## config.mk

```make
export PLATFORM = sky130hd
export DESIGN_NAME = mcs_modulator_carrier_select
export DESIGN_NICKNAME = d
export VERILOG_FILES = /design/src/shared/mcs_pkg.sv /design/src/shared/mcs_carrier_if.sv /design/src/mcs_carrier_condition.sv /design/src/mcs_carrier_mixer.sv /design/src/mcs_modulator_carrier_select.sv
export SDC_FILE = /design/constraint.sdc
export NUM_CORES = 1
export LEC_CHECK = 0
export BUFFER_PORTS_ARGS = -buffer_cell sky130_fd_sc_hd__buf_2
export CAP_MARGIN = 20
export CORE_UTILIZATION = 35
export CTS_CLUSTER_DIAMETER = 150
export CTS_CLUSTER_SIZE = 14
export DETAILED_ROUTE_END_ITERATION = 10
export HOLD_SLACK_MARGIN = 0.05
export PLACE_DENSITY = 0.71
export SYNTH_ARGS = -nofsm -noshare
export SYNTH_HDL_FRONTEND = slang
export SYNTH_HIERARCHICAL = 1
export SYNTH_SLANG_ARGS = --single-unit
```

## constraint.sdc

```tcl
create_clock -name clk -period 2.2 [get_ports clk]
set_input_delay 0.11 -clock clk [delete_from_list [all_inputs] [get_ports clk]]
set_output_delay 0.11 -clock clk [all_outputs]
set_load 0.05 [all_outputs]
```

## src/shared/mcs_pkg.sv

```systemverilog
`default_nettype none
package mcs_pkg;

   // ----------------------------------------------------------------
   // Register map (byte addresses on the APB)
   // ----------------------------------------------------------------
   localparam logic [11:0] HIGH_CARRIER_CONTROL_OFFSET = 12'h000;
   localparam logic [11:0] LOW_CARRIER_CONTROL_OFFSET  = 12'h004;
   localparam logic [11:0] CARRIER_STATUS_OFFSET       = 12'h008;

   // ----------------------------------------------------------------
   // Carrier control field layout
   // ----------------------------------------------------------------
   localparam int SELECT_LSB      = 0;
   localparam int SELECT_WIDTH    = 4;
   localparam int UNUSED_BIT      = 4;
   localparam int SYNC_BIT        = 5;
   localparam int INVERT_BIT      = 6;
   localparam int PIN_DISABLE_BIT = 7;
   localparam int CONTROL_WIDTH   = 8;

   localparam logic [7:0] CONTROL_RESET    = 8'h00;
   localparam logic [7:0] CONTROL_WRITE_MASK = 8'hEF;

   // ----------------------------------------------------------------
   // Status register field layout
   // ----------------------------------------------------------------
   localparam int STATUS_MIXED_BIT   = 0;
   localparam int STATUS_HIGH_BIT    = 1;
   localparam int STATUS_MOD_BIT     = 2;
   localparam int STATUS_PENDING_BIT = 3;

   // ----------------------------------------------------------------
   // Carrier source codes
   // ----------------------------------------------------------------
   localparam logic [3:0] SRC_GROUND        = 4'h0;
   localparam logic [3:0] SRC_PIN_ONE       = 4'h1;
   localparam logic [3:0] SRC_PIN_TWO       = 4'h2;
   localparam logic [3:0] SRC_REF_CLOCK     = 4'h3;
   localparam logic [3:0] SRC_CAPTURE_FIRST = 4'h4;
   localparam logic [3:0] SRC_RESERVED_MIN  = 4'h8;
   localparam int         SOURCE_COUNT      = 8;
   localparam int         CAPTURE_COUNT     = 4;

   typedef enum logic {CARRY_HIGH, CARRY_LOW} mcs_phase_t;

   // Picks one bit out of the eight source lines; reserved codes give low.
   function automatic logic pickSource(input logic [3:0] sel, input logic [7:0] sources);
      if (sel >= SRC_RESERVED_MIN)
         pickSource = 1'b0;
      else
         pickSource = sources[sel[2:0]];
   endfunction

   // True when the code names the given capture unit.
   function automatic logic namesCaptureUnit(input logic [3:0] sel, input logic [1:0] unit);
      namesCaptureUnit = (sel == (SRC_CAPTURE_FIRST | {2'b00, unit}));
   endfunction

endpackage
`default_nettype wire

```

## src/shared/mcs_carrier_if.sv

```systemverilog
`timescale 1ns/100ps
`default_nettype none
interface mcs_carrier_if;
   logic carrier;
   logic syncEnable;

   modport source
   (
      output carrier,
      output syncEnable
   );

   modport sink
   (
      input carrier,
      input syncEnable
   );
endinterface
`default_nettype wire

```

## src/mcs_carrier_condition.sv

```systemverilog
`timescale 1ns/100ps
`default_nettype none
module mcs_carrier_condition
(
   input  wire logic [7:0] sources,
   input  wire logic [7:0] control,
   mcs_carrier_if.source   out
);

   // ----------------------------------------------------------------
   // Source pick and polarity
   // ----------------------------------------------------------------
   // Reserved codes connect nothing, so the output is then a steady level equal to the invert bit.
   always_comb
   begin
      out.carrier = mcs_pkg::pickSource(control[mcs_pkg::SELECT_LSB +: mcs_pkg::SELECT_WIDTH],
                                        sources)
                    ^ control[mcs_pkg::INVERT_BIT];
      out.syncEnable = control[mcs_pkg::SYNC_BIT];
   end

endmodule
`default_nettype wire

```

## src/mcs_carrier_mixer.sv

```systemverilog
`timescale 1ns/100ps
`default_nettype none
module mcs_carrier_mixer
(
   input  wire logic     clk,
   input  wire logic     rstn,
   input  wire logic     modulator,
   mcs_carrier_if.sink   high,
   mcs_carrier_if.sink   low,
   output logic          mixed_reg,
   output logic          highActive_reg,
   output logic          pending_reg
);

   mcs_pkg::mcs_phase_t phase_reg;
   mcs_pkg::mcs_phase_t phase_next;
   logic                highPrev_reg;
   logic                lowPrev_reg;
   logic                highFall;
   logic                lowFall;

   assign highFall = highPrev_reg & ~high.carrier;
   assign lowFall  = lowPrev_reg & ~low.carrier;

   // ----------------------------------------------------------------
   // Carrier hand-over
   // ----------------------------------------------------------------
   always_comb
   begin
      case (phase_reg)
         mcs_pkg::CARRY_HIGH:
            if (!modulator && (!high.syncEnable || highFall))
               phase_next = mcs_pkg::CARRY_LOW;
            else
               phase_next = mcs_pkg::CARRY_HIGH;
         mcs_pkg::CARRY_LOW:
            if (modulator && (!low.syncEnable || lowFall))
               phase_next = mcs_pkg::CARRY_HIGH;
            else
               phase_next = mcs_pkg::CARRY_LOW;
         default:
            phase_next = mcs_pkg::CARRY_LOW;
      endcase
   end

   always_ff @(posedge clk or negedge rstn)
   begin
      if (!rstn)
      begin
         phase_reg    <= mcs_pkg::CARRY_LOW;
         highPrev_reg <= 1'b0;
         lowPrev_reg  <= 1'b0;
      end
      else
      begin
         phase_reg    <= phase_next;
         highPrev_reg <= high.carrier;
         lowPrev_reg  <= low.carrier;
      end
   end

   always_ff @(posedge clk or negedge rstn)
   begin
      if (!rstn)
      begin
         mixed_reg      <= 1'b0;
         highActive_reg <= 1'b0;
         pending_reg    <= 1'b0;
      end
      else
      begin
         mixed_reg      <= (phase_next == mcs_pkg::CARRY_HIGH) ? high.carrier
                                                               : low.carrier;
         highActive_reg <= (phase_next == mcs_pkg::CARRY_HIGH);
         pending_reg    <= (phase_next == mcs_pkg::CARRY_HIGH) ? ~modulator : modulator;
      end
   end

endmodule
`default_nettype wire

```

## src/mcs_modulator_carrier_select.sv

```systemverilog
// Local design decisions: the address map and register access over APB.
`timescale 1ns/100ps
`default_nettype none
module mcs_modulator_carrier_select
#(
   parameter int ADDR_W = 12
)
(
   input  wire logic              clk,
   input  wire logic              rstn,
   input  wire logic              psel,
   input  wire logic              penable,
   input  wire logic              pwrite,
   input  wire logic [ADDR_W-1:0] paddr,
   input  wire logic [31:0]       pwdata,
   output logic                   pready,
   output logic [31:0]            prdata,
   output logic                   pslverr,
   input  wire logic              carrierInputPinOne,
   input  wire logic              carrierInputPinTwo,
   input  wire logic              referenceClock,
   input  wire logic              modulatorIn,
   input  wire logic [3:0]        captureUnitPwm,
   output logic                   modulatedOutputValue,
   output logic [3:0]             captureUnitPinDisable
);

   // ----------------------------------------------------------------
   // Elaboration checks
   // ----------------------------------------------------------------
   generate
      if (ADDR_W < 4 || ADDR_W > 32)
      begin : gBadAddr
         $error("ADDR_W must lie between 4 and 32.");
      end
      if (mcs_pkg::SOURCE_COUNT != 8 || mcs_pkg::CAPTURE_COUNT != 4)
      begin : gBadSources
         $error("The source table needs four fixed lines and four capture units.");
      end
      if (mcs_pkg::SELECT_WIDTH != 4 || mcs_pkg::CONTROL_WIDTH != 8)
      begin : gBadLayout
         $error("Control words must be eight bits with a four-bit select.");
      end
   endgenerate

   // Address bits above the twelfth take no part in decoding, so a wider
   // bus sees the registers repeated every four kilobytes.
   localparam int DECODE_W = (ADDR_W < 12) ? ADDR_W : 12;

   // ----------------------------------------------------------------
   // Helpers
   // ----------------------------------------------------------------
   // Clears the unimplemented bit, so it is neither stored nor seen.
   function automatic logic [7:0] keepImplemented(input logic [7:0] value);
      keepImplemented = value & mcs_pkg::CONTROL_WRITE_MASK;
   endfunction

   // One-hot mask of the capture unit that a control word detaches.
   function automatic logic [3:0] detachMask(input logic [7:0] control);
      detachMask = 4'h0;
      for (int k = 0; k < mcs_pkg::CAPTURE_COUNT; k++)
      begin
         detachMask[k] = control[mcs_pkg::PIN_DISABLE_BIT] &&
                         mcs_pkg::namesCaptureUnit(control[3:0], 2'(k));
      end
   endfunction

   // ----------------------------------------------------------------
   // Declarations
   // ----------------------------------------------------------------
   logic [7:0]  highControl_reg;
   logic [7:0]  lowControl_reg;
   logic [3:0]  sync1_reg;
   logic [3:0]  sync2_reg;
   logic        pready_reg;
   logic [31:0] prdata_reg;
   logic        pslverr_reg;
   logic [3:0]  pinDisable_reg;
   logic [3:0]  pinDisable_next;
   logic [7:0]  sources;
   logic        setupPhase;
   logic        writeCommit;
   logic        hitHigh;
   logic        hitLow;
   logic        hitStatus;
   logic [31:0] readValue;
   logic        mixed_reg;
   logic        highActive_reg;
   logic        pending_reg;
   logic [11:0] addr12;
   logic        mapped;
   logic [31:0] statusWord;
   logic        pinOneSync;
   logic        pinTwoSync;
   logic        refClockSync;
   logic        modulatorSync;

   mcs_carrier_if highCarrier ();
   mcs_carrier_if lowCarrier ();

   // ----------------------------------------------------------------
   // Input synchronisers
   // ----------------------------------------------------------------
   // Pins and the reference clock are asynchronous to clk, so each goes
   // through two flops; the capture unit outputs share clk and need none.
   // A reference clock faster than half of clk will alias here.
   always_ff @(posedge clk or negedge rstn)
   begin
      if (!rstn)
      begin
         sync1_reg <= 4'h0;
         sync2_reg <= 4'h0;
      end
      else
      begin
         sync1_reg <= {modulatorIn, referenceClock, carrierInputPinTwo, carrierInputPinOne};
         sync2_reg <= sync1_reg;
      end
   end

   // Only these names are read downstream; the first stage stays private.
   assign pinOneSync    = sync2_reg[0];
   assign pinTwoSync    = sync2_reg[1];
   assign refClockSync  = sync2_reg[2];
   assign modulatorSync = sync2_reg[3];

   always_comb
   begin
      sources = 8'h00;
      sources[mcs_pkg::SRC_GROUND[2:0]]    = 1'b0;
      sources[mcs_pkg::SRC_PIN_ONE[2:0]]   = pinOneSync;
      sources[mcs_pkg::SRC_PIN_TWO[2:0]]   = pinTwoSync;
      sources[mcs_pkg::SRC_REF_CLOCK[2:0]] = refClockSync;
      sources[mcs_pkg::SRC_CAPTURE_FIRST[2:0] +: mcs_pkg::CAPTURE_COUNT] = captureUnitPwm;
   end

   // ----------------------------------------------------------------
   // APB decode
   // ----------------------------------------------------------------
   // Every access completes with no wait state: the answer is prepared
   // during the setup cycle and held in flops for the access cycle. A new
   // setup may follow an access at once, since nothing waits on the bus.
   always_comb
   begin
      addr12 = 12'h000;
      addr12[DECODE_W-1:0] = paddr[DECODE_W-1:0];
   end

   assign setupPhase  = psel & ~penable;
   assign hitHigh     = (addr12 == mcs_pkg::HIGH_CARRIER_CONTROL_OFFSET);
   assign hitLow      = (addr12 == mcs_pkg::LOW_CARRIER_CONTROL_OFFSET);
   assign hitStatus   = (addr12 == mcs_pkg::CARRIER_STATUS_OFFSET);
   assign writeCommit = psel & penable & pready_reg & pwrite & ~pslverr_reg;
   assign mapped      = hitHigh | hitLow | (hitStatus & ~pwrite);

   // The status word is a snapshot taken in the setup cycle; a carrier far
   // faster than the bus will have moved on by the time software reads it.
   always_comb
   begin
      statusWord = 32'h0000_0000;
      statusWord[mcs_pkg::STATUS_MIXED_BIT]   = mixed_reg;
      statusWord[mcs_pkg::STATUS_HIGH_BIT]    = highActive_reg;
      statusWord[mcs_pkg::STATUS_MOD_BIT]     = modulatorSync;
      statusWord[mcs_pkg::STATUS_PENDING_BIT] = pending_reg;
   end

   always_comb
   begin
      readValue = 32'h0000_0000;
      if (hitHigh)
         readValue[7:0] = keepImplemented(highControl_reg);
      else if (hitLow)
         readValue[7:0] = keepImplemented(lowControl_reg);
      else if (hitStatus)
         readValue = statusWord;
   end

   // Each response flop falls back to zero outside the access cycle, so a
   // stale answer never lingers on the bus.
   always_ff @(posedge clk or negedge rstn)
   begin
      if (!rstn)
         pready_reg <= 1'b0;
      else
         pready_reg <= setupPhase;
   end

   always_ff @(posedge clk or negedge rstn)
   begin
      if (!rstn)
         prdata_reg <= 32'h0000_0000;
      else if (setupPhase && !pwrite)
         prdata_reg <= readValue;
      else
         prdata_reg <= 32'h0000_0000;
   end

   always_ff @(posedge clk or negedge rstn)
   begin
      if (!rstn)
         pslverr_reg <= 1'b0;
      else if (setupPhase)
         pslverr_reg <= ~mapped;
      else
         pslverr_reg <= 1'b0;
   end

   assign pready  = pready_reg;
   assign prdata  = prdata_reg;
   assign pslverr = pslverr_reg;

   // ----------------------------------------------------------------
   // Carrier control registers
   // ----------------------------------------------------------------
   // Only the power-on reset reaches these; no other reset source exists
   // in this block, so nothing else can disturb the stored settings.
   // They clear to zero rather than stay unknown, so a fresh part never
   // mixes a random carrier before software has set it up.
   always_ff @(posedge clk or negedge rstn)
   begin
      if (!rstn)
         highControl_reg <= mcs_pkg::CONTROL_RESET;
      else if (writeCommit && hitHigh)
         highControl_reg <= keepImplemented(pwdata[7:0]);
   end

   always_ff @(posedge clk or negedge rstn)
   begin
      if (!rstn)
         lowControl_reg <= mcs_pkg::CONTROL_RESET;
      else if (writeCommit && hitLow)
         lowControl_reg <= keepImplemented(pwdata[7:0]);
   end

   // ----------------------------------------------------------------
   // Carrier conditioning and mixing
   // ----------------------------------------------------------------
   mcs_carrier_condition uHighCondition
   (
      .sources (sources),
      .control (highControl_reg),
      .out     (highCarrier)
   );

   mcs_carrier_condition uLowCondition
   (
      .sources (sources),
      .control (lowControl_reg),
      .out     (lowCarrier)
   );

   // The modulator passes the same two flops as the carrier pins, so its
   // edges keep their place relative to the pin carriers.
   mcs_carrier_mixer uMixer
   (
      .clk            (clk),
      .rstn           (rstn),
      .modulator      (modulatorSync),
      .high           (highCarrier),
      .low            (lowCarrier),
      .mixed_reg      (mixed_reg),
      .highActive_reg (highActive_reg),
      .pending_reg    (pending_reg)
   );

   assign modulatedOutputValue = mixed_reg;

   // ----------------------------------------------------------------
   // Capture unit pin release
   // ----------------------------------------------------------------
   // A capture unit loses its own pin only while it is the chosen carrier
   // of a register whose disable bit is set; other units keep their pins.
   always_comb
   begin
      pinDisable_next = 4'h0;
      pinDisable_next = pinDisable_next | detachMask(highControl_reg);
      pinDisable_next = pinDisable_next | detachMask(lowControl_reg);
   end

   always_ff @(posedge clk or negedge rstn)
   begin
      if (!rstn)
         pinDisable_reg <= 4'h0;
      else
         pinDisable_reg <= pinDisable_next;
   end

   assign captureUnitPinDisable = pinDisable_reg;

endmodule
`default_nettype wire

```

# After elaboration in Yosys (flattened, before gate mapping)

Cells that the tools add are included.

Bits in registers: 66
Input port bits: 57
Word-level logic and storage cells: 88

$lt $le $gt $ge: 4
Eq/ne operators: 10
Mux-type cells: 18
Bitwise logic cells: 22
Reduce and logical (&&, ||, !) cells: 20

Operators by type and width:

| cell                                                       | count |
|---|---|
| 2-to-1 mux 24 bit                                          | 2 |
| == test 4 x 3 -> 1 bit, second input constant              | 8 |
| 2-to-1 mux 32 bit                                          | 1 |
| 2-to-1 mux 8 bit                                           | 2 |
| logical AND 1 bit                                          | 13 |
| == test 12 x 3 -> 1 bit, second input constant             | 1 |
| == test 12 x 4 -> 1 bit, second input constant             | 1 |
| zero test 12 bit                                           | 1 |
| 2-to-1 mux 1 bit                                           | 9 |
| NOT 1 bit                                                  | 9 |
| AND 1 bit                                                  | 8 |
| greater-or-equal comparator 4 bit, second input constant   | 2 |
| less-than comparator 3 x 4 -> 1 bit, second input constant | 2 |
| binary-select mux 1 bit (select 3 bit)                     | 2 |
| zero test 1 bit                                            | 4 |
| 2-to-1 mux 4 bit                                           | 1 |
| bitwise OR 4 bit                                           | 1 |
| logical OR 1 bit                                           | 2 |
| bitwise OR 1 bit                                           | 2 |
| one-hot mux 1 bit (2 select lines)                         | 1 |
| bitwise XOR 1 bit                                          | 2 |

# Longest topological paths before layout

Word-level depth: 11
Mapped depth: 7

# Modules after synthesis

The synthesis kept the hierarchy.

Modules (own cells, without submodules):

| module                       | times used | cells each | area an instance (µm²) | sequential area each (µm²) |
|---|---|---|---|---|
| mcs_modulator_carrier_select | 1          | 133        | 1634.1                 | 875.8 |
| mcs_carrier_mixer            | 1          | 22         | 255.2                  | 151.4 |
| mcs_carrier_condition        | 2          | 8          | 85.1                   | 0.0 |

# Worst setup path before layout

Ideal clock, no wire load.

Kind: flip-flop to flip-flop
Start point: register pready_reg (netlist: pready)
End point: register lowControl_reg[0]
Arrival time: 1.762 ns
Required time: 2.075 ns
Setup slack: 0.313 ns
Cell stages (with the launch flop): 6
Clock period less this slack: 1.887 ns
Cell sequence: dfrtp_1 -> nand4_1 -> nor2_1 -> or4b_4 -> buf_6 -> mux2_4

Word-level cells in the longest chain between the ends: 4

RTL lines:

| element                 | RTL line                            | source |
|---|---|---|
| start, declared         | mcs_modulator_carrier_select.sv:75  | `logic pready_reg;` |
| start signal, assigned  | mcs_modulator_carrier_select.sv:185 | `pready_reg <= setupPhase;` |
| AND 1 bit (3 in series) | mcs_modulator_carrier_select.sv:153 | `assign writeCommit = psel & penable & pready_reg & pwrite & ~pslverr_reg;` |
| logical AND 1 bit       | mcs_modulator_carrier_select.sv:231 | `else if (writeCommit && hitLow)` |
| end signal, assigned    | mcs_modulator_carrier_select.sv:230 | `lowControl_reg <= mcs_pkg::CONTROL_RESET;` |
| end signal, assigned    | mcs_modulator_carrier_select.sv:232 | `lowControl_reg <= keepImplemented(pwdata[7:0]);` |
| end, declared           | mcs_modulator_carrier_select.sv:72  | `logic [7:0] lowControl_reg;` |

No other way between the ends.
A chain may end at the register's enable or synchronous reset.

# Worst setup path in the final report

Start point: register highControl_reg[0]
End point: register uMixer.highActive_reg

Word-level cells in the longest chain between the ends: 11

RTL lines:

| element                                | RTL line                            | source |
|---|---|---|
| start, declared                        | mcs_modulator_carrier_select.sv:71  | `logic [7:0] highControl_reg;` |
| start signal, assigned                 | mcs_modulator_carrier_select.sv:222 | `highControl_reg <= mcs_pkg::CONTROL_RESET;` |
| start signal, assigned                 | mcs_modulator_carrier_select.sv:224 | `highControl_reg <= keepImplemented(pwdata[7:0]);` |
| binary-select mux 1 bit (select 3 bit) | mcs_pkg.sv:52                       | `pickSource = sources[sel[2:0]];` |
| 2-to-1 mux 1 bit (implied by the code) | mcs_pkg.sv:52                       |  |
| 2-to-1 mux 1 bit *                     | mcs_pkg.sv:49                       | `if (sel >= SRC_RESERVED_MIN)` |
| bitwise XOR 1 bit *                    | mcs_carrier_condition.sv:18         | `^ control[mcs_pkg::INVERT_BIT];` |
| named net highCarrier.carrier          | mcs_carrier_if.sv:4                 | `logic carrier;` |
| NOT 1 bit *                            | mcs_carrier_mixer.sv:22             | `assign highFall = highPrev_reg & ~high.carrier;` |
| AND 1 bit *                            | mcs_carrier_mixer.sv:22             |  |
| logical OR 1 bit *                     | mcs_carrier_mixer.sv:32             | `if (!modulator && (!high.syncEnable \|\| highFall))` |
| logical AND 1 bit *                    | mcs_carrier_mixer.sv:32             |  |
| 2-to-1 mux 1 bit *                     | mcs_carrier_mixer.sv:32             |  |
| one-hot mux 1 bit (2 select lines) *   | mcs_carrier_mixer.sv:30             | `case (phase_reg)` |
| NOT 1 bit *                            | n/a                                 |  |
| end signal, assigned                   | mcs_carrier_mixer.sv:74             | `highActive_reg <= (phase_next == mcs_pkg::CARRY_HIGH);` |
| end, declared                          | mcs_carrier_mixer.sv:11             | `output logic highActive_reg,` |

Mark *: on every way through the listed nets, which the timed path passes. The rest lies on a longest branch. The select of a mux whose other input is x is not followed.

==> results summary <==
The dominant combinational cell family by area after synthesis is multiplexers. The number of iterations in the first detailed-routing pass is 6. The total routed wirelength is 3740 µm.

The cell at the root of the clock tree is sky130_fd_sc_hd__clkbuf_8. The overall power is 0.00168 W. The sum of negative setup slack is 0 ns. The count of pins over their slew limit came out at 0. The relative slew slack is 0.410. The area of the placeable core came out at 0.00557 mm². In the layout the commonest cells are 45 x sky130_fd_sc_hd__buf_2, 40 x sky130_fd_sc_hd__dfrtp_1, 27 x sky130_fd_sc_hd__conb_1, 12 x sky130_fd_sc_hd__nand2_1, 12 x sky130_fd_sc_hd__mux2i_1. The register-to-register path setup slack is 0.30 ns.

The adder-cell share of the synthesized area came out at 0. The number of resized instances in the post-cts repair step is 0. The worst register-to-register path begins at highControl_reg[0]. Timing would allow up to 525 MHz.

The startpoint identified for the worst hold timing path is pwdata[2]. The first-pass GRT wire length came out at 6170 µm. The final critical delay including setup and external delays is 1.90 ns. Walking the worst path, the cells encountered are mux4_2 > o211ai_2 > xnor2_1 > o21a_1 > o21a_1.

The floorplan die area is 0.00620 mm². The maximum root-to-sink buffer count is 2. Setup repair after global routing left no endpoint under its margin. The worst stage delay on the critical path came out at 0.57 ns. The final number of hold-violating endpoints came out at 0. The initial utilization of the core area, before any placement, comes to 0.369.

The most used flip-flop cell after synthesis is sky130_fd_sc_hd__dfrtp_1. The vias per cell came out at 4.48. The global routing usage summed across all routing layers is 0.131. The path class of the tightest hold or removal check is input port to flop. The placer's final routability congestion estimate is 0.822. The area of the mapped netlist came out at 0.00206 mm². The chip height is 78.7 µm. Of the total synthesized cell area, the portion taken by AND, OR, NAND and NOR gates is 0.128.

The clock tree from TritonCTS is built. The arrival time of data at the critical path endpoint came out at 2.09 ns. The via count of the first global-routing pass is 1318.

The final critical-path share of the clock period is 0.866. The beginning of the critical path is highControl_reg[0]. Leaving out fill and tap cells, the most frequent cell in the layout is sky130_fd_sc_hd__buf_2. The part of the Yosys area used for sequential elements came out at 0.499. The actual transition at the worst max-transition pin came out at 0.885 ns. The number of stages on the worst hold path is 2. The share of cells above drive strength 1 came out at 0.357.

Measured along the x axis, the die boundary spans 78.7 µm. The number of nets in the finished design came out at 283. The required time of the worst setup path came out at 2.38 ns.

By instance count, the cell type seen most on the critical path is sky130_fd_sc_hd__o21a_1. The clock edge transition at the registers on the reported setup and hold paths is 0.08 ns. Yosys mapped a number of flops with a built-in enable equal to 0. The run finished with clean final reports. The fraction of the mapped netlist area in compound gates is 0.0765. The pin count of the biggest net entering global routing is 42. During I/O placement, the number of pins put on the boundary was 96. The total clock buffers created by CTS came out at 5.

After detailed routing, the average wire length per cell comes to 12.5 µm. The capturing point of the worst reg2reg path is uMixer/highActive_reg. The critical path in this run is classified as flop to flop. In this run the core area contains 27 standard-cell rows. The cell with the largest stage delay on the worst path is sky130_fd_sc_hd__mux4_2. The number of register bits inferred by synthesis is 41. The H-tree depth is 2.

After synthesis, the mean cell area works out to 12.0 µm². Max-cap violations in this run came to 0. The remaining design rule violation count came out at 0.

The layout-stage area growth over the synthesis result is 18.8%. The number of sinks on the clock net came out at 41. In the synthesized netlist the async set-or-reset flop fraction comes to 1.00.

The final global-route overflow total came out at 0. The number of warnings issued by yosys came out at 6. The starting DRC count in detailed routing is 49. The worst reg2reg path depth came out at 5. Fill cells in the final layout number 533. The number of distinct library cells after synthesis is 40.

Of the total synthesized cell area, the portion taken by XOR and XNOR cells is 0.00851. The initial antenna violation count came out at 0. The post-route antenna net violation count is 0. The count of port buffers added during placement is 45. The clock reaches the later pin of the worst-skew pair after 0.29 ns. For hold timing, the worst endpoint is lowControl_reg[2]. The number of cells produced by synthesis came out at 171. The maximum ir drop on the vdd rail is 0.380 mV. For this design the ratio of total power to cell area is 688 mW/mm². The critical-path maximum fanout came out at 8. The leakage power summed over all cells is 1.23 nW. The worst setup path is launched from a flop.

The kind of end point of the critical path is a flop. Setup violations remaining at the end of the flow were counted as 0. The proportion of synthesized area in mux cells is 0.170. The overall via count from detail_route came out at 1340. The detailed placement HPWL is 2770 µm.

The number of antenna diodes is 0. The largest clock skew in the final design came out at 0.00639 ns.
cells in the mapped netlist (2+ instances only):
cell type                  instances  area, µm²
sky130_fd_sc_hd__and2_1            4       25.0
sky130_fd_sc_hd__nor3_1            2       10.0
sky130_fd_sc_hd__xnor2_1           2       17.5
sky130_fd_sc_hd__mux2i_1          12        120
sky130_fd_sc_hd__nand3b_1          2       15.0
sky130_fd_sc_hd__o21a_1            3       22.5
sky130_fd_sc_hd__a31oi_1           2       12.5
sky130_fd_sc_hd__buf_4            27        203
sky130_fd_sc_hd__nor2b_1           2       12.5
sky130_fd_sc_hd__o211ai_2          2       25.0
sky130_fd_sc_hd__dfrtp_1          40       1000
sky130_fd_sc_hd__mux2_4            7        105
sky130_fd_sc_hd__nand2_1          12       45.0
sky130_fd_sc_hd__inv_1             6       22.5
sky130_fd_sc_hd__o21ai_0           9       45.0
sky130_fd_sc_hd__mux4_2            2       45.0
sky130_fd_sc_hd__nor2_1            8       30.0
sky130_fd_sc_hd__mux2_2            7       78.8
per-stage QoR:
step / utilization / cells / hold slack, ns / setup slack (ns) / cell area, µm²
6_report: 0.439 / 299 / 0.0590 / 0.295 / 2450
5_1_grt: 0.439 / 299 / 0.0557 / 0.187 / 2450
4_1_cts: 0.439 / 299 / 0.0505 / 0.287 / 2450
3_5_place_dp: 0.406 / 286 / 0.219 / 0.297 / 2260
3_3_place_gp: 0.406 / 286 / 0.220 / 0.327 / 2260
2_1_floorplan: - / 197 / -0.186 / 0.313 / 2160
cell type report:
type                            count  area [µm²]  area share
Clock buffer                        5        68.8      0.0281
Tap cell                           72        90.1      0.0368
Multi-Input combinational cell    121         890       0.364
Clock inverter                      3        65.1      0.0266
Timing Repair Buffer               51         283       0.116
Sequential cell                    41        1030       0.420
Inverter                            6        22.5     0.00921
power by group:
part | leakage [nW] | total, W | internal (W) | switching, W
logic | 0.622 | 0.000200 | 0.0000461 | 0.000154
registers | 0.539 | 0.000776 | 0.000768 | 0.00000801
clock network | 0.0681 | 0.000707 | 0.000451 | 0.000257
total | 1.23 | 0.00168 | 0.00127 | 0.000419
metal layers:
metal	share of wire	GRT usage	wire (µm)
met1	0.45	0.162	1700
met2	0.46	0.208	1710
met3	0.074	0.0471	276
met4	0.014	0.0537	54
met5	0	0	0
worst max-delay path by stage:
stage | to | slack (ns) | depth (start not counted)
after floorplan | lowControl_reg[0] | 0.31 | 5
after global placement | uMixer/highActive_reg | 0.33 | 5
after detailed placement | uMixer/highActive_reg | 0.30 | 5
after CTS | uMixer/highActive_reg | 0.29 | 5
after global routing | uMixer/highActive_reg | 0.19 | 5
final | uMixer/highActive_reg | 0.30 | 5
cells by family (layout without fill, tap and decap cells):
family / after synthesis / count (layout)
AND/OR/NAND/NOR: 41 / 41
buffers and inverters: 35 / 65
XOR/XNOR: 2 / 2
other: 1 / 27
flip-flops: 41 / 41
multiplexers: 28 / 28
AO/OA/AOI/OAI: 23 / 23
critical path: cells and delay by family (launching register included):
family         cells  cell delay (ns)
XOR/XNOR           1             0.15
AO/OA/AOI/OAI      3             0.55
flip-flops         1             0.53
multiplexers       1             0.57
what timing repair did:
item | 4_1_cts | 5_1_grt
endpoints found under the hold margin | 44 | 0
hold buffers | 5 | 0
buffers inserted | 0 | 0
(Power assumes the default switching activity.)
